==> src/design/tw_pkg.sv <==
// shared constants and types for the two-wire master transfer block
package tw_pkg;

  // register byte addresses
  localparam logic [7:0] ADDR_CTRL = 8'h00;
  localparam logic [7:0] ADDR_STAT = 8'h04;
  localparam logic [7:0] ADDR_DATA = 8'h08;

  // two_wire_control bit positions
  localparam int CB_FLAG = 7;
  localparam int CB_ACK = 6;
  localparam int CB_STA = 5;
  localparam int CB_STO = 4;
  localparam int CB_WC = 3;
  localparam int CB_EN = 2;
  localparam int CB_IE = 0;

  // bus_status_register layout: code in [7:3], prescaler in [1:0]
  localparam int SB_CODE = 3;
  localparam logic [7:0] DATA_RST = 8'hFF;
  localparam logic [1:0] PRE_RST = 2'h0;

  // status codes with the prescaler bits masked
  localparam logic [7:0] ST_START = 8'h08;
  localparam logic [7:0] ST_RSTART = 8'h10;
  localparam logic [7:0] ST_AW_ACK = 8'h18;
  localparam logic [7:0] ST_AW_NACK = 8'h20;
  localparam logic [7:0] ST_D_ACK = 8'h28;
  localparam logic [7:0] ST_D_NACK = 8'h30;
  localparam logic [7:0] ST_ARB = 8'h38;
  localparam logic [7:0] ST_AR_ACK = 8'h40;
  localparam logic [7:0] ST_AR_NACK = 8'h48;
  localparam logic [7:0] ST_IDLE = 8'hF8;

  // timing: one third of a serial bit (clock low, high, low phases)
  localparam int CLK_NS = 5;
  localparam int QTR_NS = 250;
  localparam logic [15:0] QTR_CYC = 16'((QTR_NS + CLK_NS - 1) / CLK_NS);
  localparam logic [3:0] LAST_BIT = 4'h8;

  typedef enum logic [1:0] {
    CMD_NONE = 2'b00,
    CMD_START = 2'b01,
    CMD_STOP = 2'b10,
    CMD_BYTE = 2'b11
  } tw_cmd_t;

endpackage : tw_pkg

==> src/design/tw_eng_if.sv <==
// command and result signals between transfer control and bit sequencer
`timescale 1ns/1ps
interface tw_eng_if;
  tw_pkg::tw_cmd_t cmd;
  logic go;
  logic abort;
  logic [7:0] tx;
  logic done;
  logic nack;
  logic lost;
  logic scl_low;
  logic sda_low;
  modport ctl (output cmd, go, abort, tx, input done, nack, lost, scl_low, sda_low);
  modport eng (input cmd, go, abort, tx, output done, nack, lost, scl_low, sda_low);
endinterface : tw_eng_if

==> src/design/tw_master.sv <==
// two-wire master transfer control with an APB register slave
//
// Implementation choices: the register offsets and the APB register port.
`timescale 1ns/1ps
// What this block does
// - after the write address, set the flag again with $18, $20 or $38
// - data writes while the flag is low are dropped and set write collision
// - writing flag one, start and stop zero, enable one sends the loaded byte
// - flag one, stop one, start zero, enable one places a STOP
// - flag one, start one, stop zero, enable one gives a repeated START
// - after repeated START report $10 and keep owning the bus
// - on $08 software loads the write address; device sends it, samples acknowledge
// - on $10 a read address switches to receive, a write address stays transmit
// - in address or data sent states a loaded byte is sent with acknowledge sampled
// - in those states start one, stop zero sends a repeated START
// - in those states stop one sends STOP and hardware clears the stop bit
// - start and stop both one sends STOP then START, stop bit cleared
// - write address acknowledged gives $18, not acknowledged gives $20
// - data acknowledged gives $28, not acknowledged gives $30
// - arbitration loss gives $38; then release the bus or queue a START
// - master work begins with START; address direction picks transmit or receive
// - flag, start and enable set: START when the bus is free, then $08
// - the transfer stays suspended while the flag is set
module tw_master
  import tw_pkg::*;
(
  input wire logic clk,
  input wire logic resetn,
  input wire logic psel,
  input wire logic penable,
  input wire logic pwrite,
  input wire logic [7:0] paddr,
  input wire logic [31:0] pwdata,
  output logic [31:0] prdata,
  output logic pready,
  output logic pslverr,
  input wire logic scl_i,
  output logic scl_o,
  output logic scl_oe,
  input wire logic sda_i,
  output logic sda_o,
  output logic sda_oe
);

  typedef enum logic [1:0] {
    C_IDLE = 2'b00,
    C_RUN = 2'b01,
    C_HOLD = 2'b10
  } tw_cst_t;

  tw_cst_t st_r;
  logic flag_r, ack_en_r, sta_r, sto_r, wc_r, en_r, ie_r;
  logic own_r, addr_ph_r, rx_r, chain_r;
  logic [4:0] code_r;
  logic [1:0] pre_r;
  logic [7:0] data_r;
  logic setup, mapped, acc, wr_ctl, wr_stat, wr_data;
  logic w_sta, w_sto, go_ok;
  logic [7:0] ctl_word, stat_word, rd_byte;

  tw_eng_if eng ();

  tw_eng u_eng (
    .clk(clk),
    .resetn(resetn),
    .scl_i(scl_i),
    .sda_i(sda_i),
    .bus(eng)
  );

  ////////////////////////////////////////////////////////////////////////////
  // APB decode: one wait-free access phase per transfer
  assign setup = psel && !penable;
  assign mapped = paddr == ADDR_CTRL || paddr == ADDR_STAT || paddr == ADDR_DATA;
  assign acc = psel && penable && pready && pwrite && !pslverr;
  assign wr_ctl = acc && paddr == ADDR_CTRL;
  assign wr_stat = acc && paddr == ADDR_STAT;
  assign wr_data = acc && paddr == ADDR_DATA;

  assign ctl_word = {flag_r, ack_en_r, sta_r, sto_r, wc_r, en_r, 1'b0, ie_r};
  assign stat_word = {code_r, 1'b0, pre_r};

  always_comb begin
    rd_byte = 8'h00;
    if (paddr == ADDR_CTRL) rd_byte = ctl_word;
    else if (paddr == ADDR_STAT) rd_byte = stat_word;
    else if (paddr == ADDR_DATA) rd_byte = data_r;
  end

  always_ff @(posedge clk or negedge resetn) begin
    if (!resetn) begin
      pready <= 1'b0;
      pslverr <= 1'b0;
      prdata <= 32'h00000000;
    end else begin
      pready <= setup;
      pslverr <= setup && !mapped;
      if (setup) prdata <= {24'h000000, rd_byte};
    end
  end

  ////////////////////////////////////////////////////////////////////////////
  // data register, write collision and prescaler field
  always_ff @(posedge clk or negedge resetn) begin
    if (!resetn) begin
      data_r <= DATA_RST;
      wc_r <= 1'b0;
      pre_r <= PRE_RST;
    end else begin
      if (wr_data) begin
        if (flag_r) begin
          data_r <= pwdata[7:0];
          wc_r <= 1'b0;
        end else begin
          wc_r <= 1'b1;
        end
      end
      if (wr_stat) pre_r <= pwdata[1:0];
    end
  end

  ////////////////////////////////////////////////////////////////////////////
  // transfer control
  assign w_sta = pwdata[CB_STA];
  assign w_sto = pwdata[CB_STO];
  assign go_ok = pwdata[CB_FLAG] && st_r != C_RUN;

  always_ff @(posedge clk or negedge resetn) begin
    if (!resetn) begin
      st_r <= C_IDLE;
      flag_r <= 1'b0;
      ack_en_r <= 1'b0;
      sta_r <= 1'b0;
      sto_r <= 1'b0;
      en_r <= 1'b0;
      ie_r <= 1'b0;
      own_r <= 1'b0;
      addr_ph_r <= 1'b0;
      rx_r <= 1'b0;
      chain_r <= 1'b0;
      code_r <= ST_IDLE[7:SB_CODE];
      eng.go <= 1'b0;
      eng.abort <= 1'b0;
      eng.cmd <= CMD_NONE;
      eng.tx <= 8'h00;
    end else begin
      eng.go <= 1'b0;
      eng.abort <= 1'b0;
      if (wr_ctl) begin
        ack_en_r <= pwdata[CB_ACK];
        sta_r <= w_sta;
        sto_r <= w_sto;
        en_r <= pwdata[CB_EN];
        ie_r <= pwdata[CB_IE];
        if (pwdata[CB_FLAG]) flag_r <= 1'b0;
        if (!pwdata[CB_EN]) begin
          eng.abort <= 1'b1;
          st_r <= C_IDLE;
          own_r <= 1'b0;
          chain_r <= 1'b0;
          flag_r <= 1'b0;
          code_r <= ST_IDLE[7:SB_CODE];
        end else if (go_ok) begin
          if (w_sto && own_r) begin
            eng.cmd <= CMD_STOP;
            eng.go <= 1'b1;
            chain_r <= w_sta;
            st_r <= C_RUN;
          end else if (w_sta) begin
            // waits in the sequencer until the bus is free
            eng.cmd <= CMD_START;
            eng.go <= 1'b1;
            st_r <= C_RUN;
          end else if (st_r == C_HOLD && own_r) begin
            eng.cmd <= CMD_BYTE;
            eng.tx <= data_r;
            eng.go <= 1'b1;
            st_r <= C_RUN;
          end else begin
            st_r <= C_IDLE;
            code_r <= ST_IDLE[7:SB_CODE];
          end
        end
      end
      if (eng.done) begin
        unique case (eng.cmd)
          CMD_START: begin
            code_r <= own_r ? ST_RSTART[7:SB_CODE] : ST_START[7:SB_CODE];
            own_r <= 1'b1;
            addr_ph_r <= 1'b1;
            flag_r <= 1'b1;
            st_r <= C_HOLD;
          end
          CMD_STOP: begin
            if (!wr_ctl) sto_r <= 1'b0;
            own_r <= 1'b0;
            if (chain_r) begin
              chain_r <= 1'b0;
              eng.cmd <= CMD_START;
              eng.go <= 1'b1;
            end else begin
              code_r <= ST_IDLE[7:SB_CODE];
              st_r <= C_IDLE;
            end
          end
          CMD_BYTE: begin
            flag_r <= 1'b1;
            st_r <= C_HOLD;
            if (eng.lost) begin
              code_r <= ST_ARB[7:SB_CODE];
              own_r <= 1'b0;
            end else if (addr_ph_r) begin
              addr_ph_r <= 1'b0;
              rx_r <= eng.tx[0];
              if (eng.tx[0])
                code_r <= eng.nack ? ST_AR_NACK[7:SB_CODE] : ST_AR_ACK[7:SB_CODE];
              else
                code_r <= eng.nack ? ST_AW_NACK[7:SB_CODE] : ST_AW_ACK[7:SB_CODE];
            end else begin
              code_r <= eng.nack ? ST_D_NACK[7:SB_CODE] : ST_D_ACK[7:SB_CODE];
            end
          end
          CMD_NONE: st_r <= st_r;
        endcase
      end
    end
  end

  ////////////////////////////////////////////////////////////////////////////
  // open-drain pin drivers; the sequencer keeps the clock low after each START and completed byte
  always_ff @(posedge clk or negedge resetn) begin
    if (!resetn) begin
      scl_o <= 1'b0;
      sda_o <= 1'b0;
      scl_oe <= 1'b0;
      sda_oe <= 1'b0;
    end else begin
      scl_o <= 1'b0;
      sda_o <= 1'b0;
      scl_oe <= eng.scl_low;
      sda_oe <= eng.sda_low;
    end
  end

  logic byte_done, start_done, stop_done;
  assign byte_done = eng.done && eng.cmd == CMD_BYTE;
  assign start_done = eng.done && eng.cmd == CMD_START;
  assign stop_done = eng.done && eng.cmd == CMD_STOP;
endmodule : tw_master

==> src/design/tw_eng.sv <==
// bit sequencer: start, stop and byte shifting on the two-wire pins
`timescale 1ns/1ps
module tw_eng
  import tw_pkg::*;
(
  input wire logic clk,
  input wire logic resetn,
  input wire logic scl_i,
  input wire logic sda_i,
  tw_eng_if.eng bus
);

  typedef enum logic [3:0] {
    E_IDLE = 4'h0, E_SREL = 4'h1, E_SWAIT = 4'h2, E_SDA = 4'h3,
    E_SCL = 4'h4, E_BLOW = 4'h5, E_BHIGH = 4'h6, E_BEND = 4'h7,
    E_PLOW = 4'h8, E_PHIGH = 4'h9, E_PREL = 4'hA
  } tw_est_t;

  tw_est_t st_r;
  logic scl_m_r, scl_s_r, sda_m_r, sda_s_r, sda_p_r;
  logic ebusy_r, own_r, tick;
  logic [15:0] cnt_r;
  logic [8:0] sh_r;
  logic [3:0] bit_r;

  assign tick = cnt_r == QTR_CYC - 16'h0001;

  ////////////////////////////////////////////////////////////////////////////
  // pin synchronisers and bus-busy watch
  always_ff @(posedge clk or negedge resetn) begin
    if (!resetn) begin
      scl_m_r <= 1'b1;
      scl_s_r <= 1'b1;
      sda_m_r <= 1'b1;
      sda_s_r <= 1'b1;
      sda_p_r <= 1'b1;
      ebusy_r <= 1'b0;
    end else begin
      scl_m_r <= scl_i;
      scl_s_r <= scl_m_r;
      sda_m_r <= sda_i;
      sda_s_r <= sda_m_r;
      sda_p_r <= sda_s_r;
      if (scl_s_r && sda_p_r && !sda_s_r)
        ebusy_r <= 1'b1;
      else if (scl_s_r && !sda_p_r && sda_s_r)
        ebusy_r <= 1'b0;
    end
  end

  ////////////////////////////////////////////////////////////////////////////
  // sequencer
  always_ff @(posedge clk or negedge resetn) begin
    if (!resetn) begin
      st_r <= E_IDLE;
      cnt_r <= 16'h0000;
      sh_r <= 9'h000;
      bit_r <= 4'h0;
      own_r <= 1'b0;
      bus.scl_low <= 1'b0;
      bus.sda_low <= 1'b0;
      bus.done <= 1'b0;
      bus.nack <= 1'b0;
      bus.lost <= 1'b0;
    end else begin
      bus.done <= 1'b0;
      cnt_r <= tick ? 16'h0000 : cnt_r + 16'h0001;
      if (bus.abort) begin
        st_r <= E_IDLE;
        own_r <= 1'b0;
        bus.scl_low <= 1'b0;
        bus.sda_low <= 1'b0;
      end else begin
        unique case (st_r)
          E_IDLE: begin
            cnt_r <= 16'h0000;
            if (bus.go) begin
              bus.lost <= 1'b0;
              unique case (bus.cmd)
                CMD_START: st_r <= E_SREL;
                CMD_STOP: st_r <= E_PLOW;
                CMD_BYTE: begin
                  sh_r <= {bus.tx, 1'b1};
                  bit_r <= 4'h0;
                  st_r <= E_BLOW;
                end
                CMD_NONE: st_r <= E_IDLE;
              endcase
            end
          end
          E_SREL: begin
            bus.sda_low <= 1'b0;
            if (tick) st_r <= E_SWAIT;
          end
          E_SWAIT: begin
            bus.scl_low <= 1'b0;
            // wait for a free bus unless this master already owns it
            if (!scl_s_r || !sda_s_r || (ebusy_r && !own_r)) cnt_r <= 16'h0000;
            else if (tick) st_r <= E_SDA;
          end
          E_SDA: begin
            bus.sda_low <= 1'b1;
            if (tick) begin
              own_r <= 1'b1;
              st_r <= E_SCL;
            end
          end
          E_SCL: begin
            bus.scl_low <= 1'b1;
            if (tick) begin
              bus.done <= 1'b1;
              st_r <= E_IDLE;
            end
          end
          E_BLOW: begin
            bus.scl_low <= 1'b1;
            bus.sda_low <= ~sh_r[8];
            if (tick) st_r <= E_BHIGH;
          end
          E_BHIGH: begin
            bus.scl_low <= 1'b0;
            if (!scl_s_r) begin
              cnt_r <= 16'h0000;
            end else if (sh_r[8] && !sda_s_r && bit_r != LAST_BIT) begin
              // another master drives low where this one sent high
              own_r <= 1'b0;
              bus.sda_low <= 1'b0;
              bus.lost <= 1'b1;
              bus.done <= 1'b1;
              st_r <= E_IDLE;
            end else if (tick) begin
              bus.nack <= sda_s_r;
              st_r <= E_BEND;
            end
          end
          E_BEND: begin
            bus.scl_low <= 1'b1;
            if (tick) begin
              if (bit_r == LAST_BIT) begin
                bus.done <= 1'b1;
                st_r <= E_IDLE;
              end else begin
                sh_r <= {sh_r[7:0], 1'b1};
                bit_r <= bit_r + 4'h1;
                st_r <= E_BLOW;
              end
            end
          end
          E_PLOW: begin
            bus.scl_low <= 1'b1;
            bus.sda_low <= 1'b1;
            if (tick) st_r <= E_PHIGH;
          end
          E_PHIGH: begin
            bus.scl_low <= 1'b0;
            if (!scl_s_r) cnt_r <= 16'h0000;
            else if (tick) st_r <= E_PREL;
          end
          E_PREL: begin
            bus.sda_low <= 1'b0;
            if (tick) begin
              own_r <= 1'b0;
              bus.done <= 1'b1;
              st_r <= E_IDLE;
            end
          end
          default: st_r <= E_IDLE;
        endcase
      end
    end
  end

endmodule : tw_eng

==> config.mk <==
export PLATFORM = sky130hd
export DESIGN_NAME = tw_master
export DESIGN_NICKNAME = d
export VERILOG_FILES = /design/src/design/tw_pkg.sv /design/src/design/tw_eng_if.sv /design/src/design/tw_master.sv /design/src/design/tw_eng.sv
export SDC_FILE = /design/constraint.sdc
export NUM_CORES = 1
export LEC_CHECK = 0
export ABC_AREA = 1
export BUFFER_PORTS_ARGS = -buffer_cell sky130_fd_sc_hd__buf_2
export CAP_MARGIN = 5
export CORE_MARGIN = 2
export CORE_UTILIZATION = 40
export DETAILED_ROUTE_END_ITERATION = 12
export HOLD_SLACK_MARGIN = 0.1
export PLACE_DENSITY_LB_ADDON = 0.15
export SLEW_MARGIN = 20
export SYNTH_ARGS = -nofsm -noshare
export SYNTH_HDL_FRONTEND = slang
export SYNTH_SLANG_ARGS = --single-unit
==> constraint.sdc <==
create_clock -name clk -period 1.8 [get_ports clk]
set_input_delay 0.36 -clock clk [delete_from_list [all_inputs] [get_ports clk]]
set_output_delay 0.36 -clock clk [all_outputs]
set_load 0.02 [all_outputs]
# --- After elaboration in Yosys (flattened, before gate mapping) ---
# Index checks and enable logic that the tools add are counted.
op_classes:
  addsub: 2
  eq_ne: 43
  mux: 128
  bitwise: 5
  n_reduce_logical: 56
ops:
  columns: ["op", "n"]
  rows:
  - ["$mux W4", 20]
  - ["$mux W16", 4]
  - ["$mux W1", 55]
  - ["$mux W5", 10]
  - ["$pmux W16 S3", 1]
  - ["$pmux W4 S10", 1]
  - ["$mux W9", 4]
  - ["$ne A3 B2 Y1 const B", 11]
  - ["$mux W2", 16]
  - ["$mux W8", 3]
  - ["$logic_and A1 B1 Y1", 19]
  - ["$pmux W9 S2", 1]
  - ["$add A16 B1 Y16 const B", 1]
  - ["$eq A16 B6 Y1 const B", 1]
  - ["$eq A4 B3 Y1 const B", 4]
  - ["$eq A4 B4 Y1 const B", 4]
  - ["$pmux W4 S4", 1]
  - ["$pmux W5 S3", 1]
  - ["$reduce_and A5 Y1", 3]
  - ["$reduce_and A13 Y1", 1]
  - ["$reduce_and A6 Y1", 2]
  - ["$ne A2 B2 Y1 const B", 5]
  - ["$reduce_or A2 Y1", 5]
  - ["$pmux W1 S3", 3]
  - ["31 further kinds", 58]
word_totals:
  reg_bits: 96
  input_bits: 47
  output_inout_bits: 38
  elab_cells: 273

# --- Longest topological paths before layout ---
logic_depth:
  word_depth: 11
  depth_mapped: 13
  mapped_depth_nobuf: 13

# --- Hierarchy ---
# From an unflattened synthesis, not the netlist that was laid out.
unflattened:
  hier_cells: 709
  area_unflattened_um2: 5482.8
modules_own_cells:
  columns: ["module", "instances", "cells_each", "area_each_um2", "seq_area_each_um2"]
  rows:
  - ["tw_master", 1, 354, 2798.9, 1292.5]
  - ["tw_eng", 1, 355, 2683.8, 1132.3]

# --- Least setup slack after synthesis ---
# No wires, ideal clock.
synth_path:
  path_kind: "register -> register"
  start: "register pready"
  end: "register eng.tx[6]"
  setup_ns: 0.121
  t_arrival_ns: 1.441
  required_time_ns: 1.679
  slack_ns: 0.239
  path_stages_with_launch: 9
  n_path_buf: 1
  period_less_slack_ns: 1.561
  cell_sequence: "dfrtp_1 > nand4_1 > nor2_1 > nand2_1 > nor3_1 > nand3_2 > buf_4 > nand2_1 > o21ai_1"
synth_via:
  elab_chain_cells: 5
synth_rtl:
  columns: ["element", "line_no", "text"]
  rows:
  - ["from (decl)", "tw_master.sv:35", "output logic pready,"]
  - ["from (signal assigned)", "tw_master.sv:96", "pready <= setup;"]
  - ["$logic_and A1 B1 Y1 (3 in a row)", "tw_master.sv:75", "assign acc = psel && penable && pready && pwrite && !pslverr;"]
  - ["$logic_and A1 B1 Y1", "tw_master.sv:76", "assign wr_ctl = acc && paddr == ADDR_CTRL;"]
  - ["$reduce_and A6 Y1 (no line)", null, null]
  - ["to (signal assigned)", "tw_master.sv:176", "eng.tx <= data_r;"]
  - ["to (decl)", "tw_eng_if.sv:7", "logic [7:0] tx;"]
# No other way between the ends.
# A chain may end at the register's enable or synchronous reset.

# --- Worst setup path in the final report ---
layout_path:
  start: "register u_eng.cnt_r[1]"
  end: "register u_eng.sh_r[4]"
layout_via:
  elab_chain_cells: 3
layout_rtl:
  columns: ["element", "line_no", "text"]
  rows:
  - ["from (decl)", "tw_eng.sv:22", "logic [15:0] cnt_r;"]
  - ["from (signal assigned)", "tw_eng.sv:67", "cnt_r <= tick ? 16'h0000 : cnt_r + 16'h0001;"]
  - ["$eq A16 B6 Y1", "tw_eng.sv:26", "assign tick = cnt_r == QTR_CYC - 16'h0001;"]
  - ["$ne A2 B1 Y1 (no line)", null, null]
  - ["$reduce_and A6 Y1 (no line)", null, null]
  - ["to (signal assigned)", "tw_eng.sv:83", "sh_r <= {bus.tx, 1'b1};"]
  - ["to (signal assigned)", "tw_eng.sv:143", "sh_r <= {sh_r[7:0], 1'b1};"]
  - ["to (decl)", "tw_eng.sv:23", "logic [8:0] sh_r;"]
# No other way between the ends.

==> impl_metrics.json <==
{
  "outcome": "finished clean",
  "synth_top_area_frac": 0.3763,
  "leakage_uw": 0.003076,
  "totalWireLength_um": 11660,
  "power_uw": 6439,
  "cts_max_level": 3,
  "ir_drop_mv": 0.5394,
  "nets": 786,
  "hold_path_startpoint": "sda_i",
  "yosys.area.top_type": "dfrtp_1",
  "crit_path_start_kind": "flop",
  "post-route-drc-count": 0,
  "finClkSkew_ns": 0.007225,
  "synth.most_common_cell": "nand2_1",
  "grt_pass1_wl_um": 20070,
  "clock.fmax_mhz": 587.7,
  "r2r_slack_ns": 0.1,
  "antenna_found_initial": 0,
  "die_h_um": 117.9,
  "critPathKind": "reg -> reg",
  "period_share": 0.9454,
  "ys_types": 41,
  "gp_congestion": 0.9280,
  "hpwl_um": 8846,
  "io_pins": 85,
  "multi_input_area_mm2": 0.002308,
  "p_int_uw": 4333,
  "hold_path_class": "in -> reg",
  "rows": 41,
  "cp-end-kind": "flop",
  "avgSynthCellArea_um2": 7.766,
  "ys_seq_area_frac": 0.4674,
  "placed_area_mm2": 0.005639,
  "crit_fanout": 25,
  "rsz0062_at_grt": "yes",
  "fin_area_mm2": 0.006086,
  "fillCellCount": 1249,
  "ys_seq_elements": 96,
  "comb_power_share": 0.268,
  "drt_iter0_drc": 214,
  "worstPathRequired_ns": 2.03,
  "antennaDiodeCount": 0,
  "cts_max_path_buffers": 2,
  "synth_edf_count": 0,
  "start_util": 0.4111,
  "dieArea_mm2": 0.01390,
  "switching_power_uw": 2107,
  "cp-startpoint": "u_eng.cnt_r[1]",
  "slew_viol_final": 0,
  "grt_use_total": 0.1781,
  "hold_viol": 0,
  "clock_latency_ns": 0.35,
  "regArea_mm2": 0.002425,
  "first_pass_iters": 4,
  "grt_pass1_vias": 4231,
  "ant_nets": 0,
  "wl_per_cell_um": 12.81,
  "die_w_um": 117.9,
  "reg2reg_from": "u_eng.cnt_r[1]",
  "netlist_instances": 668,
  "port_buffers": 34,
  "synthTopCellsByArea": "dfrtp_1, nand2_1, dfstp_2",
  "cp.arrival_ns": 1.93,
  "area_growth_pct": 17.32,
  "vias": 4283,
  "tns_ns": 0,
  "drv_cap": 0,
  "cts-root-buf": "clkbuf_16",
  "yosysWarnings": 0,
  "grt_overflow": 0,
  "core_area_mm2": 0.01262,
  "drive_gt1_frac": 0.2046,
  "synth_area_mm2": 0.005187,
  "viasPerCell": 4.707,
  "cts_tree": "yes",
  "cts.clk_slew.worst_paths_ns": 0.07,
  "synthTopCellsByCount": "nand2_1, nor2_1, inv_1, dfrtp_1, o21ai_0",
  "powerDensity_mw_per_mm2": 1058,
  "synthFlopType": "dfrtp_1",
  "clkPwrFrac": 0.325,
  "async_reset_ff_frac": 1.000,
  "swShare": 0.3271,
  "min_period_ns": 1.702,
  "cts_made_buffers": 9,
  "grt_max_degree": 34,
  "seq_power_share": 0.407,
  "setup_viol": 0,
  "numClockSinks": 96
}
==> kinds of logic after synthesis <==
family                     synth area share
AOI/OAI and AO/OA                    0.1261
xor gates and xnor gates            0.01688
adders and majority gates           0.01447
buffers and inverters                0.1206
DFF                                  0.4674
other                             0.0007229
and+or+nand+nor                      0.2537
==> through the flow <==
| stage | hold WS [ns] | util | std cells | setup WS [ns] |
|---|---|---|---|---|
| 2_1_floorplan | 0.06441 | - | 693 | 0.2389 |
| 3_3_place_gp | 0.3006 | 0.4469 | 889 | 0.01569 |
| 3_5_place_dp | 0.3011 | 0.4469 | 889 | -0.04309 |
| 4_1_cts | 0.1140 | 0.4742 | 907 | 0.003400 |
| 5_1_grt | 0.1138 | 0.4823 | 910 | -0.01480 |
| 6_report | 0.1269 | 0.4823 | 910 | 0.09833 |
==> critical path, stage by stage (launching register included) <==
cell and delay (ns):
dfrtp_1 0.40, inv_1 0.07, ha_2 0.18, inv_2 0.04
nor2_2 0.07, nand2_1 0.08, nor2_2 0.16, nand2_2 0.11
nand2_2 0.09, nand3b_4 0.09, buf_12 0.18, nor2_2 0.10
a21oi_2 0.04
==> power groups by stage <==
stage               registers, uW  clock network (uW)  logic, uW
detailed placement           2660                   0       1620
global placement             2650                   0       1600
CTS                          2620                2150       1630
finish                       2620                2090       1730
global route                 2660                2260       1950
floorplan                    2660                   0       1180
==> cell usage in the layout (no fill, tap or decap), drive strengths merged <==
cell type and count:
a21boi 3, a21o 1, a21oi 29, a31oi 3
buf 63, bufinv 2, clkbuf 11, clkinv 2
clkinvlp 2, conb 26, dfrtp 78, dfstp 18
dlygate4sd3 2, ha 6, inv 95, nand2 150
nand3 34, nand3b 2, nand4 7, nor2 102
nor3 10, nor4 1, o211ai 2, o21a 1
o21ai 73, o31ai 2, or2 3, xnor2 2
xor2 8
==> area by class of cell <==
cell class | count | area share
clock buffers | 11 | 0.03988
clock inverters | 5 | 0.01316
inverters | 96 | 0.05962
multi-input cells | 465 | 0.3793
flip-flops and latches | 96 | 0.3984
well taps | 172 | 0.03536
repair buffers | 65 | 0.07422
==> flip-flops by register name (all words and copies together) (netlist names), 2 cells and up <==
name / flops
code_r: 5
data_r: 8
eng.cmd: 2
eng.tx: 8
prdata: 8
pre_r: 2
st_r: 2
u_eng.bit_r: 4
u_eng.cnt_r: 16
u_eng.sh_r: 9
u_eng.st_r: 4
==> layer usage <==
| layer | share of wire | global-route usage |
|---|---|---|
| met3 | 0.035 | 0.03634 |
| met1 | 0.51 | 0.2565 |
| met2 | 0.44 | 0.2682 |
| met5 | 0 | 0 |
| met4 | 0.012 | 0.05798 |
==> final timing paths <==
path                       cells after the start             to
min in group asynchronous                      2  u_eng.st_r[3]
min                                            1  u_eng.sda_m_r
max reg2reg                                   12  u_eng.sh_r[4]
max                                           12  u_eng.sh_r[4]
min reg2reg                                    0  u_eng.sda_s_r
max in group asynchronous                      3  u_eng.scl_s_r
==> timing repair <==
item,4_1_cts,5_1_grt
resized for setup,1,27
endpoints found under the setup margin,5,31
pin swaps,0,4
hold endpoints to repair,18,0
setup buffers,0,3
hold buffers,2,0
(Power assumes the default switching activity.)
